[src/logic/tsq_pkg.sv]
// Constants, register map and decode codes for the step queue sequencer
//------------------------------------------------------------------------
// Summary of operation
// - Literal register low six bits go to the ADC channel select output
// - Literal, pointer and queue ignore software writes while executing
// - Pointer is five bits; bits 31 to 5 read as zero
// - Sixteen queue words hold two steps each, odd step in high byte
// - Opcode in bits 7-4, option in 3-0; opcode 0 is control
// - Opcode 1 add options add the adjust register to a target
// - Copy options move the hold register into a target
// - Opcodes 001x put opcode bit 0 and option on the strobe
// - Opcode 0100 waits for a rising edge on the chosen input
// - Opcode 0101 waits for a falling edge on the chosen input
// - Opcode 0110 and reserved codes run as a no-operation
// - Opcode 0111 with options 0-7 raises the interrupt request chosen by the option
// - Opcodes 100x pulse one of thirty-two trigger outputs
// - Opcodes 101x load the pointer with the five-bit target
// - Loop jump with counter at limit clears the counter and advances the pointer
// - Loop jump below limit increments the counter and jumps
// - Opcodes 111x use loop counter 1 and its own limit
// - Add targets: loop limits, timer limits, delay limit, literal
// - Copy options 1000-1101 use the same six targets
// - Control: delay timer off/on, timer waits, software trigger waits
// - Control: limits or literal to strobe; 1111 broadcasts triggers
//------------------------------------------------------------------------
package tsq_pkg;
    // Target slots: loop limit 0/1, timer limit 0/1, delay limit, literal
    localparam int TSQ_NTGT = 6;
    localparam int TSQ_LIT = 5;
    localparam logic [7:0] TSQ_OFS_TGT = 8'h00; // Slot i at 4*i
    localparam logic [7:0] TSQ_OFS_QPTR = 8'h18;
    localparam logic [7:0] TSQ_OFS_CTRL = 8'h1c;
    localparam logic [7:0] TSQ_OFS_ADJ = 8'h20;
    localparam logic [7:0] TSQ_OFS_HOLD = 8'h24;
    localparam logic [7:0] TSQ_OFS_BTE = 8'h28;
    localparam logic [7:0] TSQ_OFS_CNT = 8'h2c;
    localparam logic [7:0] TSQ_OFS_QUE = 8'h40; // Word n at 0x40+4*n
    // Control register bits
    localparam int TSQ_CB_RUN = 0;
    localparam int TSQ_CB_SWT = 1;
    localparam int TSQ_CB_SDEN = 2;
    localparam int TSQ_CB_BUSY = 8;
    localparam logic [15:0] TSQ_RST16 = 16'h0000;
    localparam logic [31:0] TSQ_RST32 = 32'h0000_0000;
    // Opcodes
    localparam logic [3:0] TSQ_OP_CTRL = 4'h0;
    localparam logic [3:0] TSQ_OP_ADD = 4'h1;
    localparam logic [3:0] TSQ_OP_WHI = 4'h4;
    localparam logic [3:0] TSQ_OP_WLO = 4'h5;
    localparam logic [3:0] TSQ_OP_IRQ = 4'h7;
    // Control options
    localparam logic [3:0] TSQ_CO_SDOFF = 4'h2;
    localparam logic [3:0] TSQ_CO_SDON = 4'h6;
    localparam logic [3:0] TSQ_CO_T0 = 4'h8;
    localparam logic [3:0] TSQ_CO_T1 = 4'h9;
    localparam logic [3:0] TSQ_CO_SWL = 4'ha;
    localparam logic [3:0] TSQ_CO_SWE = 4'hb;
    localparam logic [3:0] TSQ_CO_SC0 = 4'hc;
    localparam logic [3:0] TSQ_CO_SC1 = 4'hd;
    localparam logic [3:0] TSQ_CO_SLIT = 4'he;
    localparam logic [3:0] TSQ_CO_BCAST = 4'hf;
    typedef enum logic [2:0] {
        TSQ_S_IDLE = 3'b000,
        TSQ_S_FETCH = 3'b001,
        TSQ_S_EXEC = 3'b010,
        TSQ_S_WAIT = 3'b011,
        TSQ_S_DELAY = 3'b100
    } tsq_state_t;
endpackage

[src/logic/tsq_core.sv]
// Step queue command decoder and sequencer with APB register slave
//
// Implementation choices: the APB register port and the register addresses.
module tsq_core (
    input wire logic clk, // 250 MHz clock
    input wire logic arst_n, // Async reset, active low
    input wire logic psel, // APB select
    input wire logic penable, // APB enable
    input wire logic pwrite, // APB direction
    input wire logic [7:0] paddr, // APB byte address
    input wire logic [31:0] pwdata, // APB write data
    output logic [31:0] prdata, // APB read data
    output logic pready, // APB ready
    output logic pslverr, // APB error, unmapped address
    input wire logic [15:0] trig_in, // Trigger inputs
    output logic [31:0] trig_out, // Trigger output pulses
    output logic [7:0] irq_req, // Interrupt request pulses
    output logic [15:0] strobe_out, // Strobe value
    output logic strobe_stb, // Strobe update pulse
    output logic [5:0] adc_channel_select, // ADC channel value
    output logic adc_chan_stb // ADC channel update pulse
);
    import tsq_pkg::*;

    //------------------------------------------------------------
    // Storage and state
    //------------------------------------------------------------
    tsq_state_t state_reg;
    logic [15:0] tgt_reg [TSQ_NTGT];
    logic [15:0] queue_reg [16];
    logic [4:0] qptr_reg;
    logic [4:0] qptr_next;
    logic [7:0] cmd_reg;
    logic [15:0] adj_reg;
    logic [15:0] hold_reg;
    logic [31:0] bte_reg;
    logic run_reg;
    logic swt_reg;
    logic sden_reg;
    logic [15:0] loop_reg [2];
    logic [15:0] tmr_reg;
    logic [15:0] dly_reg;
    logic [15:0] trig_prev_reg;
    logic swt_prev_reg;

    //------------------------------------------------------------
    // Decode
    //------------------------------------------------------------
    logic [3:0] op;
    logic [3:0] opt;
    logic [4:0] tgt5;
    logic busy;
    logic wr;
    logic is_wait;
    logic wait_hit;
    logic step_done;
    logic ljump;
    logic lsel;
    logic lat_lim;
    logic [2:0] tidx;

    assign op = cmd_reg[7:4];
    assign opt = cmd_reg[3:0];
    assign tgt5 = {cmd_reg[4], opt};
    assign busy = state_reg != TSQ_S_IDLE;
    assign wr = psel && penable && pwrite;
    assign ljump = cmd_reg[7:6] == 2'b11;
    assign lsel = cmd_reg[5];
    assign lat_lim = loop_reg[lsel] == tgt_reg[{2'b00, lsel}];
    assign tidx = opt[2:0];

    // Waiting steps: edge waits, timer waits and software trigger waits
    assign is_wait = op == TSQ_OP_WHI || op == TSQ_OP_WLO ||
        (op == TSQ_OP_CTRL && opt[3:2] == 2'b10);

    // Wait release conditions
    always_comb begin
        case (op)
            TSQ_OP_WHI: wait_hit = trig_in[opt] && !trig_prev_reg[opt];
            TSQ_OP_WLO: wait_hit = !trig_in[opt] && trig_prev_reg[opt];
            default: begin
                case (opt)
                    TSQ_CO_T0: wait_hit = tmr_reg == tgt_reg[2];
                    TSQ_CO_T1: wait_hit = tmr_reg == tgt_reg[3];
                    TSQ_CO_SWL: wait_hit = swt_reg;
                    default: wait_hit = swt_reg && !swt_prev_reg;
                endcase
            end
        endcase
    end

    assign step_done = (state_reg == TSQ_S_EXEC && !is_wait) ||
        (state_reg == TSQ_S_WAIT && wait_hit);

    // Next pointer at step completion
    always_comb begin
        qptr_next = qptr_reg + 5'h01;
        if (cmd_reg[7:5] == 3'b101) begin
            qptr_next = tgt5;
        end else if (ljump && !lat_lim) begin
            qptr_next = tgt5;
        end
    end

    //------------------------------------------------------------
    // Sequencer state machine
    //------------------------------------------------------------
    always_ff @(posedge clk or negedge arst_n) begin
        if (!arst_n) begin
            state_reg <= TSQ_S_IDLE;
        end else if (!run_reg) begin
            state_reg <= TSQ_S_IDLE;
        end else begin
            case (state_reg)
                TSQ_S_IDLE: state_reg <= TSQ_S_FETCH;
                TSQ_S_FETCH: state_reg <= TSQ_S_EXEC;
                TSQ_S_EXEC, TSQ_S_WAIT: begin
                    if (step_done) begin
                        state_reg <= (sden_reg && tgt_reg[4] != TSQ_RST16) ?
                            TSQ_S_DELAY : TSQ_S_FETCH;
                    end else begin
                        state_reg <= TSQ_S_WAIT;
                    end
                end
                TSQ_S_DELAY: begin
                    if (dly_reg >= tgt_reg[4]) begin
                        state_reg <= TSQ_S_FETCH;
                    end
                end
                default: state_reg <= TSQ_S_IDLE;
            endcase
        end
    end

    // Fetch the active byte: odd steps sit in the high byte
    always_ff @(posedge clk or negedge arst_n) begin
        if (!arst_n) begin
            cmd_reg <= 8'h00;
        end else if (state_reg == TSQ_S_FETCH) begin
            cmd_reg <= qptr_reg[0] ? queue_reg[qptr_reg[4:1]][15:8] :
                queue_reg[qptr_reg[4:1]][7:0];
        end
    end

    // Queue pointer: software when idle, sequencer at step end
    always_ff @(posedge clk or negedge arst_n) begin
        if (!arst_n) begin
            qptr_reg <= 5'h00;
        end else if (step_done) begin
            qptr_reg <= qptr_next;
        end else if (wr && !busy && paddr == TSQ_OFS_QPTR) begin
            qptr_reg <= pwdata[4:0];
        end
    end

    // Loop counters
    always_ff @(posedge clk or negedge arst_n) begin
        if (!arst_n) begin
            loop_reg[0] <= TSQ_RST16;
            loop_reg[1] <= TSQ_RST16;
        end else if (state_reg == TSQ_S_EXEC && ljump) begin
            if (lat_lim) begin
                loop_reg[lsel] <= TSQ_RST16;
            end else begin
                loop_reg[lsel] <= loop_reg[lsel] + 16'h0001;
            end
        end
    end

    // Timers, step delay and edge history
    always_ff @(posedge clk or negedge arst_n) begin
        if (!arst_n) begin
            tmr_reg <= TSQ_RST16;
            dly_reg <= TSQ_RST16;
            trig_prev_reg <= TSQ_RST16;
            swt_prev_reg <= 1'b0;
        end else begin
            trig_prev_reg <= trig_in;
            swt_prev_reg <= swt_reg;
            tmr_reg <= (state_reg == TSQ_S_WAIT) ? tmr_reg + 16'h0001 : TSQ_RST16;
            dly_reg <= (state_reg == TSQ_S_DELAY) ? dly_reg + 16'h0001 : 16'h0001;
        end
    end

    // Target registers: software writes when idle, add or copy when run
    always_ff @(posedge clk or negedge arst_n) begin
        if (!arst_n) begin
            for (int i = 0; i < TSQ_NTGT; i++) begin
                tgt_reg[i] <= TSQ_RST16;
            end
        end else if (state_reg == TSQ_S_EXEC && op == TSQ_OP_ADD) begin
            if (tidx < 3'd6) begin
                if (!opt[3]) begin
                    tgt_reg[tidx] <= tgt_reg[tidx] + adj_reg;
                end else begin
                    tgt_reg[tidx] <= hold_reg;
                end
            end
        end else if (wr && !busy && paddr < TSQ_OFS_QPTR && paddr[1:0] == 2'b00) begin
            tgt_reg[paddr[4:2]] <= pwdata[15:0];
        end
    end

    // Queue storage
    always_ff @(posedge clk or negedge arst_n) begin
        if (!arst_n) begin
            for (int i = 0; i < 16; i++) begin
                queue_reg[i] <= TSQ_RST16;
            end
        end else if (wr && !busy && paddr[7:6] == 2'b01 && paddr[1:0] == 2'b00) begin
            queue_reg[paddr[5:2]] <= pwdata[15:0];
        end
    end

    // Control, adjust, hold and broadcast mask
    always_ff @(posedge clk or negedge arst_n) begin
        if (!arst_n) begin
            run_reg <= 1'b0;
            swt_reg <= 1'b0;
            sden_reg <= 1'b0;
            adj_reg <= TSQ_RST16;
            hold_reg <= TSQ_RST16;
            bte_reg <= TSQ_RST32;
        end else begin
            if (wr && paddr == TSQ_OFS_CTRL) begin
                run_reg <= pwdata[TSQ_CB_RUN];
                swt_reg <= pwdata[TSQ_CB_SWT];
            end
            if (state_reg == TSQ_S_EXEC && op == TSQ_OP_CTRL && opt == TSQ_CO_SDOFF) begin
                sden_reg <= 1'b0;
            end else if (state_reg == TSQ_S_EXEC && op == TSQ_OP_CTRL &&
                opt == TSQ_CO_SDON) begin
                sden_reg <= 1'b1;
            end else if (wr && !busy && paddr == TSQ_OFS_CTRL) begin
                sden_reg <= pwdata[TSQ_CB_SDEN];
            end
            if (wr && !busy && paddr == TSQ_OFS_ADJ) begin
                adj_reg <= pwdata[15:0];
            end
            if (wr && !busy && paddr == TSQ_OFS_HOLD) begin
                hold_reg <= pwdata[15:0];
            end
            if (wr && !busy && paddr == TSQ_OFS_BTE) begin
                bte_reg <= pwdata;
            end
        end
    end

    //------------------------------------------------------------
    // Step outputs from flip-flops: strobe and channel values hold, triggers, interrupts and update strobes are one-cycle pulses
    //------------------------------------------------------------
    always_ff @(posedge clk or negedge arst_n) begin
        if (!arst_n) begin
            trig_out <= TSQ_RST32;
            irq_req <= 8'h00;
            strobe_out <= TSQ_RST16;
            strobe_stb <= 1'b0;
            adc_channel_select <= 6'h00;
            adc_chan_stb <= 1'b0;
        end else begin
            trig_out <= TSQ_RST32;
            irq_req <= 8'h00;
            strobe_stb <= 1'b0;
            adc_chan_stb <= 1'b0;
            if (state_reg == TSQ_S_EXEC) begin
                if (cmd_reg[7:5] == 3'b001) begin
                    strobe_out <= {11'h000, tgt5};
                    strobe_stb <= 1'b1;
                end else if (cmd_reg[7:5] == 3'b100) begin
                    trig_out[tgt5] <= 1'b1;
                end else if (op == TSQ_OP_IRQ && !opt[3]) begin
                    irq_req[opt[2:0]] <= 1'b1;
                end else if (op == TSQ_OP_CTRL) begin
                    case (opt)
                        TSQ_CO_SC0, TSQ_CO_SC1: begin
                            strobe_out <= tgt_reg[{2'b00, opt[0]}];
                            strobe_stb <= 1'b1;
                        end
                        TSQ_CO_SLIT: begin
                            strobe_out <= tgt_reg[TSQ_LIT];
                            strobe_stb <= 1'b1;
                            adc_channel_select <= tgt_reg[TSQ_LIT][5:0];
                            adc_chan_stb <= 1'b1;
                        end
                        TSQ_CO_BCAST: trig_out <= bte_reg;
                        default: ;
                    endcase
                end
            end
        end
    end

    //------------------------------------------------------------
    // APB slave: zero wait states, read data captured in setup
    //------------------------------------------------------------
    function automatic logic tsq_mapped(input logic [7:0] a);
        return a[1:0] == 2'b00 && (a <= TSQ_OFS_CNT || a[7:6] == 2'b01);
    endfunction

    assign pready = psel && penable;
    assign pslverr = psel && penable && !tsq_mapped(paddr);

    always_ff @(posedge clk or negedge arst_n) begin
        if (!arst_n) begin
            prdata <= TSQ_RST32;
        end else if (psel && !penable) begin
            prdata <= TSQ_RST32;
            if (paddr[7:6] == 2'b01) begin
                prdata[15:0] <= queue_reg[paddr[5:2]];
            end else if (paddr < TSQ_OFS_QPTR) begin
                prdata[15:0] <= tgt_reg[paddr[4:2]];
            end else begin
                case (paddr)
                    TSQ_OFS_QPTR: prdata[4:0] <= qptr_reg;
                    TSQ_OFS_CTRL: begin
                        prdata[TSQ_CB_RUN] <= run_reg;
                        prdata[TSQ_CB_SWT] <= swt_reg;
                        prdata[TSQ_CB_SDEN] <= sden_reg;
                        prdata[TSQ_CB_BUSY] <= busy;
                    end
                    TSQ_OFS_ADJ: prdata[15:0] <= adj_reg;
                    TSQ_OFS_HOLD: prdata[15:0] <= hold_reg;
                    TSQ_OFS_BTE: prdata <= bte_reg;
                    TSQ_OFS_CNT: prdata <= {loop_reg[1], loop_reg[0]};
                    default: ;
                endcase
            end
        end
    end

    //------------------------------------------------------------
    // Assertions
    //------------------------------------------------------------
    a_literal_locked: assert property (@(posedge clk) disable iff (!arst_n)
        busy && state_reg != TSQ_S_EXEC && wr &&
        paddr == TSQ_OFS_TGT + 8'h14 |=> $stable(tgt_reg[TSQ_LIT]))
        else $error("literal changed by write while busy");
    a_qptr_upper: assert property (@(posedge clk) disable iff (!arst_n)
        psel && !penable && paddr == TSQ_OFS_QPTR |=> prdata[31:5] == 27'h0)
        else $error("pointer upper bits not zero");
    a_strobe_val: assert property (@(posedge clk) disable iff (!arst_n)
        state_reg == TSQ_S_EXEC && cmd_reg[7:5] == 3'b001 |=>
        strobe_stb && strobe_out == {11'h000, $past(cmd_reg[4:0])})
        else $error("strobe value wrong");
    a_trig_pulse: assert property (@(posedge clk) disable iff (!arst_n)
        state_reg == TSQ_S_EXEC && cmd_reg[7:5] == 3'b100 |=>
        trig_out == (32'h1 << $past(cmd_reg[4:0])) ##1 trig_out == 32'h0)
        else $error("trigger pulse wrong");
    a_irq_pulse: assert property (@(posedge clk) disable iff (!arst_n)
        state_reg == TSQ_S_EXEC && op == TSQ_OP_IRQ && !opt[3] |=>
        irq_req == (8'h01 << $past(cmd_reg[2:0])))
        else $error("interrupt pulse wrong");
    a_rise_wait: assert property (@(posedge clk) disable iff (!arst_n)
        state_reg == TSQ_S_WAIT && op == TSQ_OP_WHI && run_reg &&
        !(trig_in[opt] && !trig_prev_reg[opt]) |=> state_reg == TSQ_S_WAIT)
        else $error("rising wait released early");
    a_jump_load: assert property (@(posedge clk) disable iff (!arst_n)
        step_done && cmd_reg[7:5] == 3'b101 |=> qptr_reg == $past(tgt5))
        else $error("jump target not loaded");
    a_loop_fall: assert property (@(posedge clk) disable iff (!arst_n)
        state_reg == TSQ_S_EXEC && ljump && lat_lim |=>
        qptr_reg == $past(qptr_reg) + 5'h01 && loop_reg[$past(lsel)] == 16'h0)
        else $error("loop fall-through wrong");
    a_loop_take: assert property (@(posedge clk) disable iff (!arst_n)
        state_reg == TSQ_S_EXEC && ljump && !lat_lim |=>
        qptr_reg == $past(tgt5) &&
        loop_reg[$past(lsel)] == $past(loop_reg[lsel]) + 16'h0001)
        else $error("loop jump wrong");
    a_add_target: assert property (@(posedge clk) disable iff (!arst_n)
        state_reg == TSQ_S_EXEC && op == TSQ_OP_ADD && opt == 4'h5 |=>
        tgt_reg[TSQ_LIT] == $past(tgt_reg[TSQ_LIT]) + $past(adj_reg))
        else $error("add to literal wrong");
    a_adc_chan: assert property (@(posedge clk) disable iff (!arst_n)
        state_reg == TSQ_S_EXEC && op == TSQ_OP_CTRL && opt == TSQ_CO_SLIT |=>
        adc_chan_stb && adc_channel_select == $past(tgt_reg[TSQ_LIT][5:0]))
        else $error("channel select wrong");
    a_timer_wait: assert property (@(posedge clk) disable iff (!arst_n)
        state_reg == TSQ_S_WAIT && op == TSQ_OP_CTRL && opt == TSQ_CO_T0 && run_reg &&
        tmr_reg != tgt_reg[2] |=> state_reg == TSQ_S_WAIT)
        else $error("timer wait released early");
    a_step_delay: assert property (@(posedge clk) disable iff (!arst_n)
        state_reg == TSQ_S_DELAY && run_reg && dly_reg < tgt_reg[4] |=>
        state_reg == TSQ_S_DELAY)
        else $error("step delay ended early");
    a_bcast_mask: assert property (@(posedge clk) disable iff (!arst_n)
        state_reg == TSQ_S_EXEC && op == TSQ_OP_CTRL && opt == TSQ_CO_BCAST |=>
        trig_out == $past(bte_reg))
        else $error("broadcast triggers wrong");
endmodule

[config.mk]
export PLATFORM = sky130hd
export DESIGN_NAME = tsq_core
export DESIGN_NICKNAME = d
export VERILOG_FILES = /design/src/logic/tsq_pkg.sv /design/src/logic/tsq_core.sv
export SDC_FILE = /design/constraint.sdc
export NUM_CORES = 1
export LEC_CHECK = 0
export ABC_AREA = 1
export BUFFER_PORTS_ARGS = -buffer_cell sky130_fd_sc_hd__buf_2
export CAP_MARGIN = 20
export CORE_ASPECT_RATIO = 2
export CORE_MARGIN = 2
export CORE_UTILIZATION = 40
export DETAILED_ROUTE_END_ITERATION = 16
export HOLD_SLACK_MARGIN = 0.15
export PLACE_DENSITY = 0.67
export SYNTH_ARGS = -nofsm -noshare
export SYNTH_HDL_FRONTEND = slang
export SYNTH_SLANG_ARGS = --single-unit
[constraint.sdc]
create_clock -name clk -period 6 [get_ports clk]
set_input_delay 0.3 -clock clk [delete_from_list [all_inputs] [get_ports clk]]
set_output_delay 0.3 -clock clk [all_outputs]
set_load 0.02 [all_outputs]
# After elaboration in Yosys (flattened, before gate mapping)
# Index checks and enable logic that the tools add are counted.
[classes]
reduce_logical = 65
n_bitwise = 12
n_eq_ne = 36
n_addsub = 5
order_cmp = 20
muxes = 101
[op_table]
columns = ["op", "n"]
rows = [
  ["$mux W16", 29],
  ["$mux W96", 4],
  ["$bwmux W96", 3],
  ["$bwmux W256", 1],
  ["$mux W32", 7],
  ["$bmux W16 S3", 4],
  ["$bmux W16 S4", 2],
  ["$demux W16 S3", 2],
  ["$demux W16 S4", 1],
  ["$pmux W16 S2", 2],
  ["$add A16 B1 Y16 const B", 3],
  ["$eq A16 B16 Y1", 3],
  ["$mux W8", 5],
  ["$logic_and A1 B1 Y1", 36],
  ["$and A32 B32 Y32", 1],
  ["$bwmux W32", 1],
  ["$eq A8 B6 Y1 const B", 4],
  ["$not A32 Y32", 1],
  ["$eq A4 B4 Y1 const B", 7],
  ["$pmux W7 S4", 1],
  ["$pmux W3 S4", 2],
  ["$mux W5", 4],
  ["$mux W1", 19],
  ["$pmux W3 S6", 1],
  ["56 further kinds", 96],
]
[word_totals]
in_bits = 61
ff_bits = 612

# Logic depth before layout (Yosys ltp)
# Gate-level depths: netlist (run 1).
[logic_depth]
ltp_word = 10
depth_mapped = 22
ltp_nobuf = 19

# Worst setup path after synthesis (run 1)
# OpenSTA, ideal clock, no wires.
[synth_timing]
path_type = "register to register"
startpoint = "reg cmd_reg[0]"
endpoint = "reg tgt_reg[88] (netlist bit)"
path_stages_with_launch = 18
path_slack_ps = 2550
setup_ps = 77
n_path_buf = 4
arrival_time_ps = 3372
cell_sequence = "dfrtp_1 -> buf_4 -> buf_4 -> buf_4 -> clkbuf_1 -> o21ai_0 -> nor2_1 -> a21oi_1 -> o221ai_1 -> ha_1 -> fa_1 -> nand3_1 -> nand3_1 -> a21oi_1 -> o21ai_0 -> o21ai_0 -> o211ai_1 -> a21oi_1"
[synth_via]
elab_chain_len = 9
[synth_rtl]
columns = ["item", "line", "source"]
rows = [
  ["start, declared", "tsq_core.sv:33", "logic [7:0] cmd_reg;"],
  ["start signal, assigned", "tsq_core.sv:140", "cmd_reg <= qptr_reg[0] ? queue_reg[qptr_reg[4:1]][15:8] :"],
  ["$not A3 Y4 (implied by the code)", "tsq_core.sv:194, tsq_core.sv:196", ""],
  ["$bmux W16 S3, or another cell as far along", "tsq_core.sv:194", "tgt_reg[tidx] <= tgt_reg[tidx] + adj_reg;"],
  ["$mux W16 (implied by the code) / $logic_and A1 B1 Y1 (equally long branches)", "tsq_core.sv:194, tsq_core.sv:196", ""],
  ["$mux W16 (on tied branches)", "tsq_core.sv:194, tsq_core.sv:196", ""],
  ["$add A16 B16 Y16 / $demux W16 S3 (equally long branches)", "tsq_core.sv:194, tsq_core.sv:196", ""],
  ["$bwmux W96 (on tied branches)", "tsq_core.sv:194, tsq_core.sv:196", ""],
  ["$mux W96", "tsq_core.sv:193", "if (!opt[3]) begin"],
  ["$mux W96", "tsq_core.sv:192", "if (tidx < 3'd6) begin"],
  ["$mux W96", "tsq_core.sv:191", "end else if (state_reg == TSQ_S_EXEC && op == TSQ_OP_ADD) begin"],
  ["end signal, assigned by index", "tsq_core.sv:194", ""],
  ["end signal, assigned by index", "tsq_core.sv:196", "tgt_reg[tidx] <= hold_reg;"],
  ["end signal, assigned by index", "tsq_core.sv:200", "tgt_reg[paddr[4:2]] <= pwdata[15:0];"],
  ["end, declared", "tsq_core.sv:29", "logic [15:0] tgt_reg [TSQ_NTGT];"],
]
# Several ways; a longest one is shown, not always the timed one. The select of a mux whose other input is x is not followed.
# A chain may end at the register's enable or synchronous reset.

# Worst setup path after layout (run 1)
[layout_timing]
startpoint = "reg cmd_reg[0]"
endpoint = "reg tgt_reg[92] (netlist bit)"
# The elaborated chain is that of the path after synthesis.

==> impl_metrics.json, run 1 <==
{
  "status": "finished, final reports clean",
  "synth_edf_count": 0,
  "yosys-top-cells-count": "nand2_1, o21ai_0, dfrtp_1",
  "place_congestion": 1.12,
  "skew_ns": 0.0240,
  "slew_headroom_pct": 18.8,
  "postCtsResizedCells": 0,
  "post-route-drc-count": 0,
  "seqPwrFrac_pct": 46.6,
  "fin_setup_tns_ns": 0,
  "drtAntennaViolNets": 0,
  "rrSetupSlack_ns": 0.85,
  "synth_area_leader_cell": "dfrtp_1",
  "synth_ff_type": "dfrtp_1",
  "syn2layout_area_growth_pct": 13.0,
  "end_kind": "flip-flop",
  "die_w_um": 208,
  "peakVddDrop_mv": 0.214,
  "finalInstanceArea_um2": 37600,
  "cp_data_arrival_time_ns": 5.74,
  "largest_reg_flops": 256,
  "clockBufferDepth": 3,
  "core_um2": 82400,
  "rsz0062_at_grt": "no",
  "dr.first_iter.drc_count": 4668,
  "total_power_uw": 9150,
  "cts_htree_levels": 2,
  "start_util_pct": 40.3,
  "hp-class": "in -> reg",
  "p_int_uw": 6560,
  "synth_area_um2": 33200,
  "placed_area_um2": 35000,
  "cts_num_sinks": 612,
  "required_ns": 6.60,
  "finalSetupViolations": 0,
  "powerDensity_nw_per_um2": 244,
  "switching_share_pct": 28.3,
  "hold_violations": 0,
  "totalWireLength_um": 165000,
  "vias": 34408,
  "worstMarginPinSlew_ns": 1.21,
  "synth_top_area_share_pct": 46.1,
  "grt_usage_pct": 38.3,
  "viasPerCell": 6.29,
  "period_needed_ns": 5.15,
  "antenna_found_initial": 16,
  "grt_overflow": 0,
  "first_global_vias": 33066,
  "whs_ns": 0.180,
  "grt_start_max_net_pins": 166,
  "critPathSlowestCell": "dfrtp_1",
  "yosysSeqAreaShare_pct": 46.1,
  "cap_violations": 0,
  "post-dp-hpwl_um": 113000,
  "switchingPower_uw": 2590,
  "critPathLaunchType": "flip-flop",
  "synth_fp_nets": 4367,
  "fp.dieH_um": 412,
  "yosysWarnings": 0,
  "cts.clk_slew.worst_paths_ns": 0.08,
  "synth_cells": 4270,
  "worst-path-buf-inv": 2,
  "nets": 4465,
  "cpLargestDelayFamily": "simple AND/OR/NAND/NOR gates",
  "synthTopCellsByArea": "dfrtp_1, nand2_1, o21ai_0",
  "cp_max_fo": 28,
  "layout.cells.non_filler": 5474,
  "clock.fmax_mhz": 194,
  "cts_buffers": 57,
  "synth.avg_cell_area_um2": 7.79,
  "ys_ff_latch": 612,
  "firstDrtPassIters": 9,
  "pwr-share-comb_pct": 9.9,
  "synthArstFlopShare_pct": 100,
  "clock_latency_ns": 0.70,
  "cpMostUsedCell": "nor2_1",
  "finalCritPeriodShare_pct": 85.8,
  "grt_pass1_wl_um": 236000,
  "pwr-share-clk_pct": 43.5,
  "dpl.cell_count": 5303,
  "p_leak_uw": 0.0167,
  "portBuffers": 158,
  "synth_most_common_cell": "nand2_1",
  "drv_slew": 0,
  "path_class": "reg -> reg",
  "yosysUniqueCellTypes": 63,
  "crit_chain": "inv_2 -> nand2_2 -> nor2_2 -> inv_2 -> o221ai_1 -> ha_1 -> fa_1 -> nand3_1 -> nand3_1 -> a21oi_1 -> o21ai_0 -> nor2_1 -> o21ai_0 -> nor2_1 -> nor2_1 -> nand2_1 -> nand2_1 -> a22oi_1",
  "die_area_um2": 85600,
  "root_buffer": "clkbuf_16",
  "wl_per_cell_um": 30.1,
  "slowest_delay_ns": 1.11,
  "cts_tree": "built",
  "drive_gt1_share_pct": 10.8,
  "ios": 159,
  "num_rows": 149
}
logic make-up (layout without fill, tap and decap cells):
logic type      Yosys count  count (layout)  synth area share, %
mux                       2               2               0.0640
simple gates           1567            1567                 19.3
flops                   612             612                 46.1
fa+ha+maj                36              36                 1.38
buf+inv                 591             732                 7.11
other cells               0               6                    0
xor+xnor                 31              31                0.817
compound gates         1431            1431                 25.3
cell type report:
type	count	area [um2]
fill	8240	44800
multi-input combinational	3067	15600
sequential	612	15300
timing repair buffer	314	2200
clock buffer	72	1520
tap	1057	1320
inverter	316	1190
clock inverter	30	408
antenna	6	15.0
stage by stage:
stage               setup WS, ns  util [%]
finish                     0.855      45.6
global route               0.729      45.6
CTS                         1.25      45.4
detailed placement          1.29      42.4
global placement            1.32      42.4
floorplan                   2.55         -
power groups by stage:
stage / Combinational, uW / Clock [uW] / Sequential [uW]
2_1_floorplan: 385 / 0 / 4320
3_3_place_gp: 818 / 0 / 4340
3_5_place_dp: 821 / 0 / 4340
4_1_cts: 849 / 3980 / 4260
5_1_grt: 951 / 4140 / 4270
6_report: 906 / 3980 / 4270
cell usage in the layout (no fill, tap or decap), types with 19 or more instances in the layout:
| cell | instances |
|---|---|
| clkbuf_16 | 57 |
| nor2_1 | 402 |
| a22oi_1 | 181 |
| o22ai_1 | 157 |
| o21ai_1 | 36 |
| xor2_1 | 19 |
| o211ai_1 | 23 |
| nor3_1 | 30 |
| a221oi_1 | 22 |
| buf_4 | 94 |
| dlygate4sd3_1 | 49 |
| ha_1 | 35 |
| nand3_1 | 127 |
| dfrtp_1 | 609 |
| nand2_1 | 920 |
| a21oi_1 | 267 |
| inv_1 | 274 |
| o21ai_0 | 615 |
| inv_2 | 41 |
| a32oi_1 | 20 |
| buf_2 | 158 |
tightest hold or removal path: cells and delay by family:
| kind | cells | cell delay (ns) |
|---|---|---|
| AO/OA/AOI/OAI | 2 | 0.19 |
| AND/OR/NAND/NOR | 1 | 0.04 |
| buffers and inverters | 2 | 0.30 |
layer usage:
| metal | GRT usage, % | part of all wire (%) | vias to the layer above |
|---|---|---|---|
| met5 | 0.170 | 0.074 | - |
| met4 | 35.5 | 12 | 12 |
| met3 | 12.7 | 11 | 852 |
| met2 | 61.0 | 46 | 2306 |
| met1 | 39.7 | 32 | 16391 |
| li1 | - | - | 14847 |
what timing repair did:
action	in CTS	in global routing
hold buffers	49	0
setup buffers	0	0
hold endpoints to repair	182	0
worst paths after layout:
check                           start        endpoint  cells after the start
min                          paddr[7]       prdata[1]                      5
max                        cmd_reg[0]     tgt_reg[92]                     18
min reg2reg                prdata[20]      prdata[20]                      2
max reg2reg                cmd_reg[0]     tgt_reg[92]                     18
min in group asynchronous      arst_n  queue_reg[124]                      2
max in group asynchronous      arst_n     dly_reg[12]                      3
Power figures use the tool's default switching activity.
==> inputs of run 2 (changes only) <==
- PLACE_DENSITY: 0.67 -> 0.69
- clock period: 6 -> 4.44 ns (I/O delays scaled with it)
==> run 2 against run 1 <==
  * Utilization rose by 0.61 points
  * Combinational power rose by 45%
  * Sequential share of layout area fell by 0.54 points
  * Worst hold slack improved by 0.012 ns
  * Clock power rose by 35%
  * Non-clock buffer count rose by 52
  * Global-route usage rose by 0.65 points
  * Sequential cell count did not move
  * Total power rose by 36%
  * Count of clock-buffer cells in the layout fell by 1
  * Register-to-register slack got worse by 0.53 ns
  * Critical path type unchanged
  * Highest routed layer unchanged
==> impl_metrics.json, run 2 (same netlist as run 1, synthesis figures left out) <==
{
  "status": "finished, final reports clean",
  "worstMarginPinSlew_ns": 1.25,
  "multiInputGateArea_um2": 15600,
  "cts_num_sinks": 612,
  "drtAntennaViolNets": 0,
  "skew_ns": 0.0575,
  "fp.dieH_um": 412,
  "grt_pass1_wl_um": 239000,
  "place_congestion": 1.10,
  "hold_violations": 0,
  "fillers": 8280,
  "grt_start_max_net_pins": 125,
  "crit_start": "cmd_reg[0]",
  "whs_ns": 0.192,
  "required_ns": 5.01,
  "clockBufferDepth": 3,
  "antenna_found_initial": 15,
  "slew_headroom_pct": 16.5,
  "hp-class": "in -> reg",
  "cts_htree_levels": 2,
  "finalCritPeriodShare_pct": 92.6,
  "cts.clk_slew.worst_paths_ns": 0.07,
  "peakVddDrop_mv": 0.307,
  "post-dp-hpwl_um": 119000,
  "wl_per_cell_um": 30.6,
  "dr.first_iter.drc_count": 4561,
  "vias": 34403,
  "nets": 4517,
  "portBuffers": 158,
  "regArea_um2": 15300,
  "powerDensity_nw_per_um2": 327,
  "hold_depth": 2,
  "die_w_um": 208,
  "finalInstanceArea_um2": 38100,
  "dpl.cell_count": 5355,
  "post-route-drc-count": 0,
  "root_buffer": "clkbuf_16",
  "totalWireLength_um": 169000,
  "end_kind": "flip-flop",
  "die_area_um2": 85600,
  "worstReg2RegEnd": "tgt_reg[13]",
  "placed_area_um2": 35400,
  "utilization_pct": 46.2,
  "firstDrtPassIters": 8,
  "fin_setup_tns_ns": 0,
  "reg2reg_depth": 16,
  "syn2layout_area_growth_pct": 14.5,
  "period_needed_ns": 4.11,
  "layout.cells.non_filler": 5528,
  "largest_reg_flops": 256,
  "grt_usage_pct": 38.9,
  "grt_overflow": 0,
  "final_cell_mix": "nand2_1, o21ai_0, dfrtp_1",
  "cap_violations": 0,
  "critPathCapture": "tgt_reg[13]",
  "p_leak_uw": 0.0170,
  "ios": 159,
  "start_util_pct": 40.3,
  "num_rows": 149,
  "clock.fmax_mhz": 243,
  "cp_max_fo": 12,
  "core_um2": 82400,
  "viasPerCell": 6.22,
  "rrSetupSlack_ns": 0.33,
  "cp_data_arrival_time_ns": 4.68,
  "path_class": "reg -> reg",
  "cts_tree": "built",
  "rsz0062_at_grt": "no",
  "r2r-start": "cmd_reg[0]",
  "critPathLaunchType": "flip-flop",
  "drv_slew": 0,
  "clock_latency_ns": 0.70,
  "finalSetupViolations": 0,
  "drive_gt1_share_pct": 11.9,
  "cts_buffers": 57,
  "layout_commonest_cell": "nand2_1",
  "first_global_vias": 32910
}
==> run 2: cell types whose count changed in the layout (fill, tap and decap cells not counted), sizes merged <==
cell / delta
dlygate4sd3: +6
buf: +45
inv: -1
clkinv: +5
bufinv: -2
diode: -1
clkinvlp: +2
==> run 2: cell type report <==
class / count / share of cell area, %
flip-flops and latches: 612 / 40.2
diodes: 5 / 0.0329
inverters: 316 / 3.12
clock inverters: 34 / 1.07
well taps: 1057 / 3.47
clock buffers: 71 / 4.12
repair buffers: 366 / 7.02
multi-input cells: 3067 / 40.9
==> run 2: per-stage QoR <==
step	total power (uW)	worst slack [ns]
after global placement	7060	0.426
final	12400	0.329
after detailed placement	7060	0.455
after global routing	12700	0.110
after CTS	12400	0.403
after floorplan	6350	0.990
==> run 2: timing repair <==
action | 4_1_cts | 5_1_grt
buffers inserted | 0 | 0
endpoints found under the setup margin | 0 | 1
hold buffers | 55 | 0
endpoints found under the hold margin | 185 | 0
gates resized for setup | 0 | 1
==> run 2: metal layers <==
| layer | vias up | global-route usage [%] | share of wire [%] |
|---|---|---|---|
| met3 | 738 | 9.54 | 9.1 |
| met2 | 2213 | 64.4 | 47 |
| met5 | - | 0 | 0.093 |
| li1 | 14951 | - | - |
| met1 | 16481 | 40.6 | 32 |
| met4 | 20 | 35.9 | 12 |
==> run 2: power by group <==
part	switching, uW	leakage (uW)	internal, uW
Combinational	989	0.00795	326
Sequential	102	0.00810	5660
Clock	2480	0.000955	2880
Total	3580	0.0170	8870
==> run 2: worst min path at each step <==
stage,endpoint,start,slack (ns)
3_3_place_gp,queue_reg[14],arst_n,0.27
6_report,trig_prev_reg[10],trig_in[10],0.19
5_1_grt,trig_prev_reg[9],trig_in[9],0.20
3_5_place_dp,queue_reg[14],arst_n,0.27
4_1_cts,trig_prev_reg[0],trig_in[0],0.18
2_1_floorplan,adc_chan_stb,arst_n,-0.07
==> run 2: critical path, stage by stage, from the launching register on <==
cell and delay (ns):
dfrtp_1 0.59, buf_4 0.27, mux2i_1 0.73, o21ai_0 0.19, nand2_1 0.10, nand2_1 0.08
ha_1 0.36, nand2_1 0.09, nor3_1 0.25, nand3_1 0.13, nand3_1 0.24, a31o_2 0.20
a21oi_1 0.05, o21ai_0 0.10, buf_4 0.33, nand3_1 0.11, a21oi_1 0.15
